File: config.mk
export PLATFORM = sky130hd
export DESIGN_NAME = pcicfg_regs
export DESIGN_NICKNAME = d
export VERILOG_FILES = /design/src/rtl/pcicfg_pkg.sv /design/src/rtl/pcicfg_ten_if.sv /design/src/rtl/pcicfg_tenure.sv /design/src/rtl/pcicfg_regs.sv
export VERILOG_INCLUDE_DIRS = /design/src /design/src/rtl
export SDC_FILE = /design/constraint.sdc
export NUM_CORES = 1
export LEC_CHECK = 0
export BUFFER_PORTS_ARGS = -buffer_cell sky130_fd_sc_hd__buf_2
export CAP_MARGIN = 20
export CORE_ASPECT_RATIO = 0.7
export CORE_MARGIN = 2
export CORE_UTILIZATION = 45
export CTS_CLUSTER_DIAMETER = 30
export DETAILED_ROUTE_END_ITERATION = 8
export GPL_ROUTABILITY_DRIVEN = 0
export PLACE_DENSITY = 0.75
export SLEW_MARGIN = 40
export SYNTH_ARGS = -nofsm -noshare
export SYNTH_HDL_FRONTEND = slang
export SYNTH_HIERARCHICAL = 1
export SYNTH_SLANG_ARGS = --single-unit
File: constraint.sdc
create_clock -name i_clk -period 1.5 [get_ports i_clk]
set_input_delay 0.075 -clock i_clk [delete_from_list [all_inputs] [get_ports i_clk]]
set_output_delay 0.075 -clock i_clk [all_outputs]
set_load 0.05 [all_outputs]
File: src/rtl/pcicfg_cfg.svh
// Summary of operation
// - Interrupt routing level is a byte that holds whatever the host writes.
// - Interrupt signal select always reads 0x01, the INTA# line only.
// - Only bits 31 to 8 and bit 0 of the I/O window base are writable.
// - Bit 0 of the I/O window base is a writable valid flag.
// - Bus tenure limit sits in bits 7 to 3, in units of eight clocks.
// - Tenure counter is loaded and started whenever the device asserts FRAME#.
// - After expiry, release the bus once GNT# is seen deasserted.
// - Bus request interval is a read-only byte at 0x3F, default 0x05.
// - Auto-initialization loads the bus request interval from the EEPROM setup byte.
`ifndef PCICFG_CFG_SVH
`define PCICFG_CFG_SVH

// ==========================================================
// Config space dword offsets, plus the request interval byte offset
`define PCICFG_OFS_LAT_DW     8'h0C
`define PCICFG_OFS_IOBASE_DW  8'h10
`define PCICFG_OFS_INT_DW     8'h3C
`define PCICFG_OFS_REQ_IVL    8'h3F

// ==========================================================
// Field layout and reset values
`define PCICFG_INT_SEL_VAL    8'h01
`define PCICFG_REQ_IVL_RST    8'h05
`define PCICFG_INT_LINE_RST   8'h00
`define PCICFG_LAT_RST        5'h00
`define PCICFG_IO_LSB         8
`define PCICFG_LAT_LSB        3

// ==========================================================
// Timing
`define PCICFG_TENURE_UNIT    3
`define PCICFG_CLK_NS         10
`define PCICFG_REQ_UNIT_NS    250
`define PCICFG_REQ_UNIT_CYC   (`PCICFG_REQ_UNIT_NS / `PCICFG_CLK_NS)

`endif

File: src/rtl/pcicfg_pkg.sv
package pcicfg_pkg;
    typedef logic [7:0]  pcicfg_byte_t;
    typedef logic [31:0] pcicfg_word_t;
    typedef logic [3:0]  pcicfg_be_t;
endpackage

File: src/rtl/pcicfg_ten_if.sv
`timescale 1ns/10ps
interface pcicfg_ten_if;
    logic       load;
    logic [4:0] limit;
    logic       expired;
    modport regs (output load, output limit, input expired);
    modport tmr  (input load, input limit, output expired);
endinterface

File: src/rtl/pcicfg_tenure.sv
`timescale 1ns/10ps
`include "pcicfg_cfg.svh"
module pcicfg_tenure (
    // Clock and reset
    input  wire logic   i_clk,
    input  wire logic   i_rst_n,
    // Counter control
    pcicfg_ten_if.tmr   ten
);
    import pcicfg_pkg::*;

    logic [7:0] cnt_r;
    logic       armed_r;

    // ==========================================================
    // Tenure counter
    always_ff @(posedge i_clk or negedge i_rst_n) begin
        if (!i_rst_n) begin
            cnt_r   <= 8'h00;
            armed_r <= 1'b0;
        end else if (ten.load) begin
            cnt_r   <= {ten.limit, 3'b000};
            armed_r <= 1'b1;
        end else if (cnt_r != 8'h00) begin
            cnt_r   <= cnt_r - 8'h01;
        end
    end

    // Idle until the first frame so a stale zero never reads as expiry
    assign ten.expired = armed_r && (cnt_r == 8'h00);

    a_load_zero:   assert property (@(posedge i_clk) disable iff (!i_rst_n)
        ten.load && ten.limit == 5'h00 |=> ten.expired) else $error("zero limit did not expire");
    a_load_holds:  assert property (@(posedge i_clk) disable iff (!i_rst_n)
        ten.load && ten.limit != 5'h00 |=> !ten.expired [*8]) else $error("tenure expired early");
endmodule

File: src/rtl/pcicfg_regs.sv
`timescale 1ns/10ps
`include "pcicfg_cfg.svh"
module pcicfg_regs (
    // Clock and reset
    input  wire logic                 i_clk,
    input  wire logic                 i_rst_n,
    // Configuration access
    input  wire logic                 i_cfg_wr,
    input  wire logic                 i_cfg_rd,
    input  wire logic [7:0]           i_cfg_addr,
    input  wire pcicfg_pkg::pcicfg_be_t   i_cfg_be,
    input  wire pcicfg_pkg::pcicfg_word_t i_cfg_wdata,
    output      pcicfg_pkg::pcicfg_word_t o_cfg_rdata,
    output      logic                 o_cfg_rvalid,
    // EEPROM auto-initialization
    input  wire logic                 i_ee_load,
    input  wire pcicfg_pkg::pcicfg_byte_t i_ee_setup_param,
    // Bus master tenure
    input  wire logic                 i_frame_start,
    input  wire logic                 i_master_busy,
    input  wire logic                 i_gnt_n,
    output      logic                 o_tenure_release,
    // I/O target decode
    input  wire logic                 i_io_cycle,
    input  wire pcicfg_pkg::pcicfg_word_t i_io_addr,
    output      logic                 o_io_hit,
    output      pcicfg_pkg::pcicfg_byte_t o_io_offset,
    // Interrupt routing
    output      pcicfg_pkg::pcicfg_byte_t o_interrupt_routing_level
);
    import pcicfg_pkg::*;

    pcicfg_ten_if ten ();

    logic [23:0]  io_base_r;
    logic         io_valid_r;
    logic [4:0]   lat_r;
    pcicfg_byte_t req_ivl_r;
    pcicfg_byte_t int_line_r;
    logic         gnt_n_meta_r;
    logic         gnt_n_sync_r;
    logic [7:0]   rd_addr_r;
    pcicfg_word_t wr_merged;

    // ==========================================================
    // Byte-lane merge, used only by the I/O window base dword
    function automatic pcicfg_word_t lane_merge(input pcicfg_word_t old_v, input pcicfg_word_t new_v,
                                                input pcicfg_be_t be);
        pcicfg_word_t res;
        res = old_v;
        for (int i = 0; i < 4; i++) begin
            if (be[i]) begin
                res[i*8 +: 8] = new_v[i*8 +: 8];
            end
        end
        return res;
    endfunction

    function automatic logic hit_dw(input logic [7:0] addr, input logic [7:0] ofs);
        return {addr[7:2], 2'b00} == {ofs[7:2], 2'b00};
    endfunction

    assign wr_merged = lane_merge({io_base_r, 7'h00, io_valid_r}, i_cfg_wdata, i_cfg_be);

    // ==========================================================
    // I/O window base; low bits 7 to 1 are not stored
    always_ff @(posedge i_clk or negedge i_rst_n) begin
        if (!i_rst_n) begin
            io_base_r  <= 24'h00_0000;
            io_valid_r <= 1'b0;
        end else if (i_cfg_wr && hit_dw(i_cfg_addr, `PCICFG_OFS_IOBASE_DW)) begin
            io_base_r  <= wr_merged[31:`PCICFG_IO_LSB];
            io_valid_r <= wr_merged[0];
        end
    end

    // ==========================================================
    // Tenure limit and interrupt routing level
    always_ff @(posedge i_clk or negedge i_rst_n) begin
        if (!i_rst_n) begin
            lat_r <= `PCICFG_LAT_RST;
        end else if (i_cfg_wr && hit_dw(i_cfg_addr, `PCICFG_OFS_LAT_DW) && i_cfg_be[1]) begin
            lat_r <= i_cfg_wdata[15:8+`PCICFG_LAT_LSB];
        end
    end

    always_ff @(posedge i_clk or negedge i_rst_n) begin
        if (!i_rst_n) begin
            int_line_r <= `PCICFG_INT_LINE_RST;
        end else if (i_cfg_wr && hit_dw(i_cfg_addr, `PCICFG_OFS_INT_DW) && i_cfg_be[0]) begin
            int_line_r <= i_cfg_wdata[7:0];
        end
    end

    // ==========================================================
    // Bus request interval; read-only to config writes
    always_ff @(posedge i_clk or negedge i_rst_n) begin
        if (!i_rst_n) begin
            req_ivl_r <= `PCICFG_REQ_IVL_RST;
        end else if (i_ee_load) begin
            req_ivl_r <= i_ee_setup_param;
        end
    end

    // ==========================================================
    // Read path, one cycle latency; reserved bits read zero
    always_ff @(posedge i_clk or negedge i_rst_n) begin
        if (!i_rst_n) begin
            o_cfg_rdata  <= 32'h0000_0000;
            o_cfg_rvalid <= 1'b0;
            rd_addr_r    <= 8'h00;
        end else begin
            o_cfg_rvalid <= i_cfg_rd;
            rd_addr_r    <= i_cfg_addr;
            if (!i_cfg_rd) begin
                o_cfg_rdata <= 32'h0000_0000;
            end else if (hit_dw(i_cfg_addr, `PCICFG_OFS_IOBASE_DW)) begin
                o_cfg_rdata <= {io_base_r, 7'h00, io_valid_r};
            end else if (hit_dw(i_cfg_addr, `PCICFG_OFS_LAT_DW)) begin
                o_cfg_rdata <= {16'h0000, lat_r, 3'b000, 8'h00};
            end else if (hit_dw(i_cfg_addr, `PCICFG_OFS_INT_DW)) begin
                o_cfg_rdata <= {req_ivl_r, 8'h00, `PCICFG_INT_SEL_VAL, int_line_r};
            end else begin
                o_cfg_rdata <= 32'h0000_0000;
            end
        end
    end

    // ==========================================================
    // Tenure control; GNT# is a pin, so it is synchronised first
    always_ff @(posedge i_clk or negedge i_rst_n) begin
        if (!i_rst_n) begin
            gnt_n_meta_r <= 1'b1;
            gnt_n_sync_r <= 1'b1;
        end else begin
            gnt_n_meta_r <= i_gnt_n;
            gnt_n_sync_r <= gnt_n_meta_r;
        end
    end

    assign ten.load  = i_frame_start;
    assign ten.limit = lat_r;

    pcicfg_tenure u_tenure (
        .i_clk   (i_clk),
        .i_rst_n (i_rst_n),
        .ten     (ten)
    );

    // Release only once grant is gone; a held grant lets the burst run on
    always_ff @(posedge i_clk or negedge i_rst_n) begin
        if (!i_rst_n) begin
            o_tenure_release <= 1'b0;
        end else begin
            o_tenure_release <= i_master_busy && !i_frame_start && ten.expired && gnt_n_sync_r;
        end
    end

    // ==========================================================
    // I/O decode and interrupt routing outputs
    always_ff @(posedge i_clk or negedge i_rst_n) begin
        if (!i_rst_n) begin
            o_io_hit                  <= 1'b0;
            o_io_offset               <= 8'h00;
            o_interrupt_routing_level <= `PCICFG_INT_LINE_RST;
        end else begin
            o_io_hit                  <= i_io_cycle && io_valid_r && (i_io_addr[31:8] == io_base_r);
            o_io_offset               <= i_io_addr[7:0];
            o_interrupt_routing_level <= int_line_r;
        end
    end

    // ==========================================================
    // Checks
    a_line_keeps:  assert property (@(posedge i_clk) disable iff (!i_rst_n)
        i_cfg_wr && hit_dw(i_cfg_addr, `PCICFG_OFS_INT_DW) && i_cfg_be[0]
        |=> ##1 o_interrupt_routing_level == $past(i_cfg_wdata[7:0], 2)) else $error("routing level lost");
    a_select_const: assert property (@(posedge i_clk) disable iff (!i_rst_n)
        o_cfg_rvalid && hit_dw(rd_addr_r, `PCICFG_OFS_INT_DW) |-> o_cfg_rdata[15:8] == 8'h01)
        else $error("signal select not 0x01");
    a_io_low_zero: assert property (@(posedge i_clk) disable iff (!i_rst_n)
        o_cfg_rvalid && hit_dw(rd_addr_r, `PCICFG_OFS_IOBASE_DW) |-> o_cfg_rdata[7:1] == 7'h00)
        else $error("io base low bits set");
    a_io_valid:    assert property (@(posedge i_clk) disable iff (!i_rst_n)
        i_cfg_wr && hit_dw(i_cfg_addr, `PCICFG_OFS_IOBASE_DW) && i_cfg_be[0]
        |=> io_valid_r == $past(i_cfg_wdata[0])) else $error("valid flag not stored");
    a_lat_read:    assert property (@(posedge i_clk) disable iff (!i_rst_n)
        o_cfg_rvalid && hit_dw(rd_addr_r, `PCICFG_OFS_LAT_DW) |-> o_cfg_rdata[10:8] == 3'b000 &&
        o_cfg_rdata[15:11] == $past(lat_r)) else $error("tenure limit read wrong");
    a_release_gnt: assert property (@(posedge i_clk) disable iff (!i_rst_n)
        o_tenure_release |-> $past(gnt_n_sync_r) && $past(ten.expired)) else $error("released under grant");
    a_release_due: assert property (@(posedge i_clk) disable iff (!i_rst_n)
        i_master_busy && !i_frame_start && ten.expired && gnt_n_sync_r |=> o_tenure_release)
        else $error("release missed");
    a_ivl_read:    assert property (@(posedge i_clk) disable iff (!i_rst_n)
        o_cfg_rvalid && hit_dw(rd_addr_r, `PCICFG_OFS_INT_DW) |-> o_cfg_rdata[31:24] == $past(req_ivl_r))
        else $error("request interval read wrong");
    a_ivl_load:    assert property (@(posedge i_clk) disable iff (!i_rst_n)
        i_ee_load |=> req_ivl_r == $past(i_ee_setup_param)) else $error("eeprom value not loaded");
    a_io_claim:    assert property (@(posedge i_clk) disable iff (!i_rst_n)
        i_io_cycle && io_valid_r && i_io_addr[31:8] == io_base_r && !i_cfg_wr |=> o_io_hit)
        else $error("io cycle not claimed");

    // ==========================================================
    // Hold checks; state moves only on its own strobe
    a_read_answer: assert property (@(posedge i_clk) disable iff (!i_rst_n)
        i_cfg_rd |=> o_cfg_rvalid) else $error("read not answered");
    a_read_idle:   assert property (@(posedge i_clk) disable iff (!i_rst_n)
        !i_cfg_rd |=> !o_cfg_rvalid && o_cfg_rdata == 32'h0000_0000) else $error("read data not idle");
    a_ivl_hold:    assert property (@(posedge i_clk) disable iff (!i_rst_n)
        !i_ee_load |=> $stable(req_ivl_r)) else $error("request interval changed");
    a_line_hold:   assert property (@(posedge i_clk) disable iff (!i_rst_n)
        !(i_cfg_wr && hit_dw(i_cfg_addr, `PCICFG_OFS_INT_DW) && i_cfg_be[0]) |=> $stable(int_line_r))
        else $error("routing level changed");
    a_base_hold:   assert property (@(posedge i_clk) disable iff (!i_rst_n)
        !(i_cfg_wr && hit_dw(i_cfg_addr, `PCICFG_OFS_IOBASE_DW)) |=> $stable(io_base_r) && $stable(io_valid_r))
        else $error("io base changed");
    a_lat_hold:    assert property (@(posedge i_clk) disable iff (!i_rst_n)
        !(i_cfg_wr && hit_dw(i_cfg_addr, `PCICFG_OFS_LAT_DW) && i_cfg_be[1]) |=> $stable(lat_r))
        else $error("tenure limit changed");
    a_io_miss:     assert property (@(posedge i_clk) disable iff (!i_rst_n)
        !(i_io_cycle && io_valid_r && i_io_addr[31:8] == io_base_r) |=> !o_io_hit)
        else $error("io cycle claimed wrongly");
    a_io_offset:   assert property (@(posedge i_clk) disable iff (!i_rst_n)
        i_io_cycle |=> o_io_offset == $past(i_io_addr[7:0])) else $error("io offset wrong");
    a_frame_hold:  assert property (@(posedge i_clk) disable iff (!i_rst_n)
        i_frame_start |=> !o_tenure_release) else $error("released on a frame start");
endmodule

Word level (Yosys, flattened, before mapping)

Index checks and enable logic that the tools add are counted.

Flip-flop bits (word level): 108
Bits of input ports: 93
Output and inout bits: 51
Logic and storage cells: 47

$add $sub $neg: 1
Eq/ne operators: 4
Mux-type cells: 6
Reduce and logical (&&, ||, !) cells: 19

Operators by type and width:

| operator                                                            | count |
|---|---|
| 32-bit two-way mux                                                  | 4 |
| 24-bit == test                                                      | 1 |
| 8-bit two-way mux                                                   | 2 |
| 1-bit logical AND                                                   | 11 |
| 8-bit logical NOT                                                   | 1 |
| 2-bit AND reduction                                                 | 4 |
| 8-bit nonzero test                                                  | 1 |
| 8-bit by 1-bit subtractor with 8-bit output (second input constant) | 1 |
| 6-bit by 2-bit == test with 1-bit output (second input constant)    | 1 |
| 6-bit by 3-bit == test with 1-bit output (second input constant)    | 1 |
| 6-bit by 4-bit == test with 1-bit output (second input constant)    | 1 |
| 2-bit nonzero test                                                  | 1 |
| 1-bit logical NOT                                                   | 1 |

Longest topological paths before layout

Depth after elaboration: 5
Depth in mapped cells: 6
Mapped depth without buffers: 5

Cells and area by module

Netlist, hierarchy kept.

By module, submodules not included:

| module        | instances | cells each | area each (um2) | seq. area each (um2) |
|---|---|---|---|---|
| pcicfg_regs   | 1         | 237        | 3713.6          | 2482.4 |
| pcicfg_tenure | 1         | 60         | 559.3           | 225.2 |

Least setup slack after synthesis

Ideal clock, no wire load.

Path kind: input to register
Start point: input port i_cfg_addr[5]
End point: register io_base_r[10]
Setup time: 0.125 ns
Arrival time: 1.441 ns
Required time: 1.375 ns
Path slack: -0.066 ns
Cell stages on the path: 5
Buffers on the path: 1
Path through: or4b_4 -> nor3_4 -> and3_2 -> buf_6 -> mux2_2

Longest elaborated chain between the ends: 3

Ends and longest elaborated chain:

| element                                  | RTL line          | RTL |
|---|---|---|
| start: declaration                       | pcicfg_regs.sv:10 | `input wire logic [7:0] i_cfg_addr,` |
| 6-bit by 3-bit == test with 1-bit output | pcicfg_regs.sv:60 | `return {addr[7:2], 2'b00} == {ofs[7:2], 2'b00};` |
| 1-bit logical AND                        | pcicfg_regs.sv:71 | `` end else if (i_cfg_wr && hit_dw(i_cfg_addr, `PCICFG_OFS_IOBASE_DW)) begin `` |
| 2-bit AND reduction (no source line)     | --                |  |
| end signal: assignment                   | pcicfg_regs.sv:72 | `` io_base_r <= wr_merged[31:`PCICFG_IO_LSB]; `` |
| end: declaration                         | pcicfg_regs.sv:35 | `logic [23:0] io_base_r;` |

No other way between the ends.
A chain may end at the register's enable or synchronous reset.

Worst setup path in the final report

Start point: register u_tenure.cnt_r[0]
End point: register u_tenure.cnt_r[4]

Longest elaborated chain between the ends: 3
Elaborated cells between the ends (all ways): 5
Those cells by class: add/sub (1); mux (2); reduce/logical (2)

Ends and longest elaborated chain:

| element                                     | RTL line            | RTL |
|---|---|---|
| start: declaration                          | pcicfg_tenure.sv:12 | `logic [7:0] cnt_r;` |
| start signal: assignment                    | pcicfg_tenure.sv:22 | `cnt_r <= {ten.limit, 3'b000};` |
| start signal: assignment                    | pcicfg_tenure.sv:25 | `cnt_r <= cnt_r - 8'h01;` |
| 8-bit by 1-bit subtractor with 8-bit output | pcicfg_tenure.sv:25 |  |
| 8-bit two-way mux                           | pcicfg_tenure.sv:24 | `end else if (cnt_r != 8'h00) begin` |
| 8-bit two-way mux                           | pcicfg_tenure.sv:21 | `end else if (ten.load) begin` |

Several ways; a longest one is shown, not always the timed one. The select of a mux whose other input is x is not followed.

==> results by group <==
Timing
  • Tcrit/Tclk final: 0.987
  • Unrepaired setup endpoints after global routing: yes
  • Max Clk Rate: approximately 680 MHz
  • Final Max Tran Viols: 0
  • Fin worst setup slack: 19.9 ps
  • Setup TNS Final: 0 ps
  • Hold_ws: 34.8 ps
  • Fin crit period: roughly 1500 ps
  • Final setup fails: 0
  • Slew headroom: 0.626
  • Worst slew pin tran: between 500 and 600 ps
  • Final Hold Vio Count: 0
  • Final setup skew: 4.56 ps

Power and ir drop
  • Peak VDD IR: 0.636 mV
  • Total power: 7.35 mW
  • Internal power: 5.20 mW
  • Reg power frac: 0.461
  • Psw: roughly 2.2 mW
  • Power Density: 1200 nW/um^2
  • Leak: about 3.2 nW
  • Clock Power Share: 0.304
  • Sw frac: 0.293
  • Combinational share of power: 0.234

Floorplan
  • FP Rows: 29
  • IO Count: 144
  • Initial Util: 0.467
  • Die Y: roughly 86 um
  • Placeable Area: 9140 sq um
  • Die W: 120 um
  • Die area: 10,300 sq um

Clocking
  • Clk buf depth: 2
  • Cts bufs inserted: 9
  • Clock slew at reported path FFs: 70 ps
  • CTS tree: done
  • Root Buffer: clkbuf_16
  • Sink Count: around 110
  • # H-tree levels: 3
  • Worst skew pair latency: 340 ps

Placed design
  • Buffers on Ports: 141
  • HPWL after detailed placement: 6.88 mm
  • Post-Place Cell Area: 5220 sq um
  • Setup WS pre-CTS: -342 ps
  • Placed cells: approximately 570

Drt
  • Vias after detailed routing: 3,133
  • Vias/cell: 4.93
  • Detail-routed net length per standard cell: 16.2 um
  • Final ANT Viol Nets: 0
  • Final wirelength: approximately 10 mm
  • DRT Pass-1 Iters: 4
  • DRT iter0 DRCs: 219
  • # DRC: 0

Logic synthesis
  • Number of synthesized flops with an enable pin: 0
  • Top area cells in the synthesized netlist: dfrtp_1 (61%), mux2_2 (12%), a22o_2 (3.3%)
  • Area leader, netlist: dfrtp_1
  • Syn_nets: 392
  • Distinct cells, synth: 48
  • Mapped Cells: 297
  • Top FF cell, synth: dfrtp_1
  • Synth top area share: 0.609
  • Synthesized area per cell: 14.4 sq um
  • YS warnings: 6
  • Yosys reg bits: 108
  • Ys async rst share: 1.00
  • Top-count cell post-synth: dfrtp_1
  • Syn Std Cell Area: 4270 sq um
  • Sequential-to-total area share from yosys stat: 0.634
  • List of most frequent post-synthesis cells: dfrtp_1 (104), mux2_2 (46), xor2_1 (15), a22o_2 (14), and3_1 (11)

Global routing
  • Tot GR Track Use: 0.206
  • First-pass GRT wire length: 16.2 mm
  • Vias in the first global route: approximately 3,300
  • Largest net degree at the start of global routing: 109
  • Total global routing overflow: 0
  • Initial antenna violation count: 0

Layout
  • Layout cells sized above 1: 0.518
  • Layout Cells excl Fill: roughly 640
  • Final net count: 602
  • Final core utilization: 0.671
  • FILL cells: around 680
  • Final instance area: 6130 sq um
  • Diodes inserted: 0
  • Area Growth Syn to Fin: 43.6%

Min path
  • HP Class: in -> reg

Critical path
  • Critical Path AT: 1690 ps
  • Worst EP required: 1710 ps
  • Max stage delay on crit path: 520 ps
  • Critical-path cell list: inv_2 -> ha_4 -> or4b_4 -> nor2_4 -> o31ai_1
  • Worst Setup Path Type: reg -> reg
  • Kind of end point of the critical path: flop
  • Startpoint Class: flop
  • Critical-path top delay cell: or4b_4
  • CP max FO: 4

Flow run
  • # Max-Cap Violations: 0

Run status
  • Status: completed
cells by family after synthesis:
family / Yosys count / share of synthesized area
fa+ha+maj: 2 / 0.00586
compound gates: 30 / 0.0618
simple gates: 69 / 0.104
buf+inv: 17 / 0.0220
xor+xnor: 25 / 0.0512
flops: 108 / 0.634
mux: 46 / 0.121
worst max-delay path: cells and delay by family (launching register included):
kind                     cells  cell delay [ps]
AO/OA/AOI/OAI                1               80
adder cells (fa/ha/maj)      1              140
buffers and inverters        1               80
flip-flops                   1              400
AND/OR/NAND/NOR              2              650
cells in the final DEF (no fill, tap or decap), types with 2 or more instances in the layout:
cell / netlist / routed
buf_2: 0 / 140
a22o_2: 14 / 14
dfstp_2: 4 / 4
ha_4: 0 / 2
nor3_1: 6 / 4
nand2_1: 6 / 6
or4b_4: 2 / 2
a221oi_2: 1 / 2
nor3_2: 1 / 3
a21oi_1: 2 / 2
mux2_2: 46 / 46
o31ai_1: 2 / 2
inv_1: 6 / 4
and3_1: 11 / 11
nand3_1: 4 / 4
buf_4: 0 / 14
clkinvlp_4: 0 / 3
dlygate4sd3_1: 0 / 52
buf_12: 0 / 3
and2_1: 8 / 8
clkinv_4: 0 / 2
xnor2_1: 10 / 10
inv_2: 0 / 2
dfrtp_1: 104 / 103
nor4_1: 4 / 3
nand4_1: 5 / 5
clkbuf_16: 0 / 9
nor2_1: 8 / 7
xor2_1: 15 / 15
and3_4: 0 / 2
layer usage:
layer / up-vias / wire [um] / track usage
li1: 1473 / - / -
met1: 1532 / 4580 / 0.270
met2: 114 / 4910 / 0.345
met3: 14 / 654 / 0.0539
met4: 0 / 138 / 0.0571
met5: - / 0 / 0
flip-flops by register name (all words and copies together) (netlist names):
signal                     flops
req_ivl_r                      8
o_io_hit                       1
o_interrupt_routing_level      8
io_base_r                     24
u_tenure/armed_r               1
gnt_n_sync_r                   1
lat_r                          5
int_line_r                     8
o_tenure_release               1
o_io_offset                    8
u_tenure/cnt_r                 8
o_cfg_rdata                   32
gnt_n_meta_r                   1
o_cfg_rvalid                   1
io_valid_r                     1
power by group through the flow:
stage                     logic, mW  registers [mW]  clock network, mW
after detailed placement       1.36            3.41                  0
final                          1.72            3.39               2.24
after global placement         1.32            3.40                  0
after floorplan               0.708            3.49                  0
after CTS                      1.59            3.37               2.31
after global routing           1.87            3.42               2.43
area by class of cell:
class                   count  area, sq um  area share
inverters                   6         22.5     0.00367
clock inverters             6         48.8     0.00795
clock buffers              10          239      0.0390
multi-input cells         172         1560       0.255
repair buffers            210         1400       0.228
well taps                 124          155      0.0253
flip-flops and latches    108         2710       0.442
path summary, 6_finish.rpt:
check,startpoint,slack (ps),endpoint,cells past startpoint
worst max-delay path,u_tenure/cnt_r[0],20,u_tenure/cnt_r[4],5
worst min-delay path,i_master_busy,30,o_tenure_release,2
worst max register to register,u_tenure/cnt_r[0],20,u_tenure/cnt_r[4],5
worst min register to register,gnt_n_meta_r,360,gnt_n_sync_r,0
max in group asynchronous,i_rst_n,720,io_base_r[23],3
min in group asynchronous,i_rst_n,350,int_line_r[5],3
repair_timing:
action / CTS / global route
setup endpoints to repair: 6 / 22
hold endpoints to repair: 161 / 0
pin swaps: 2 / 2
hold buffers: 52 / 0
gates resized for setup: 11 / 12
buffers inserted: 0 / 2
Power figures use the tool's default switching activity.
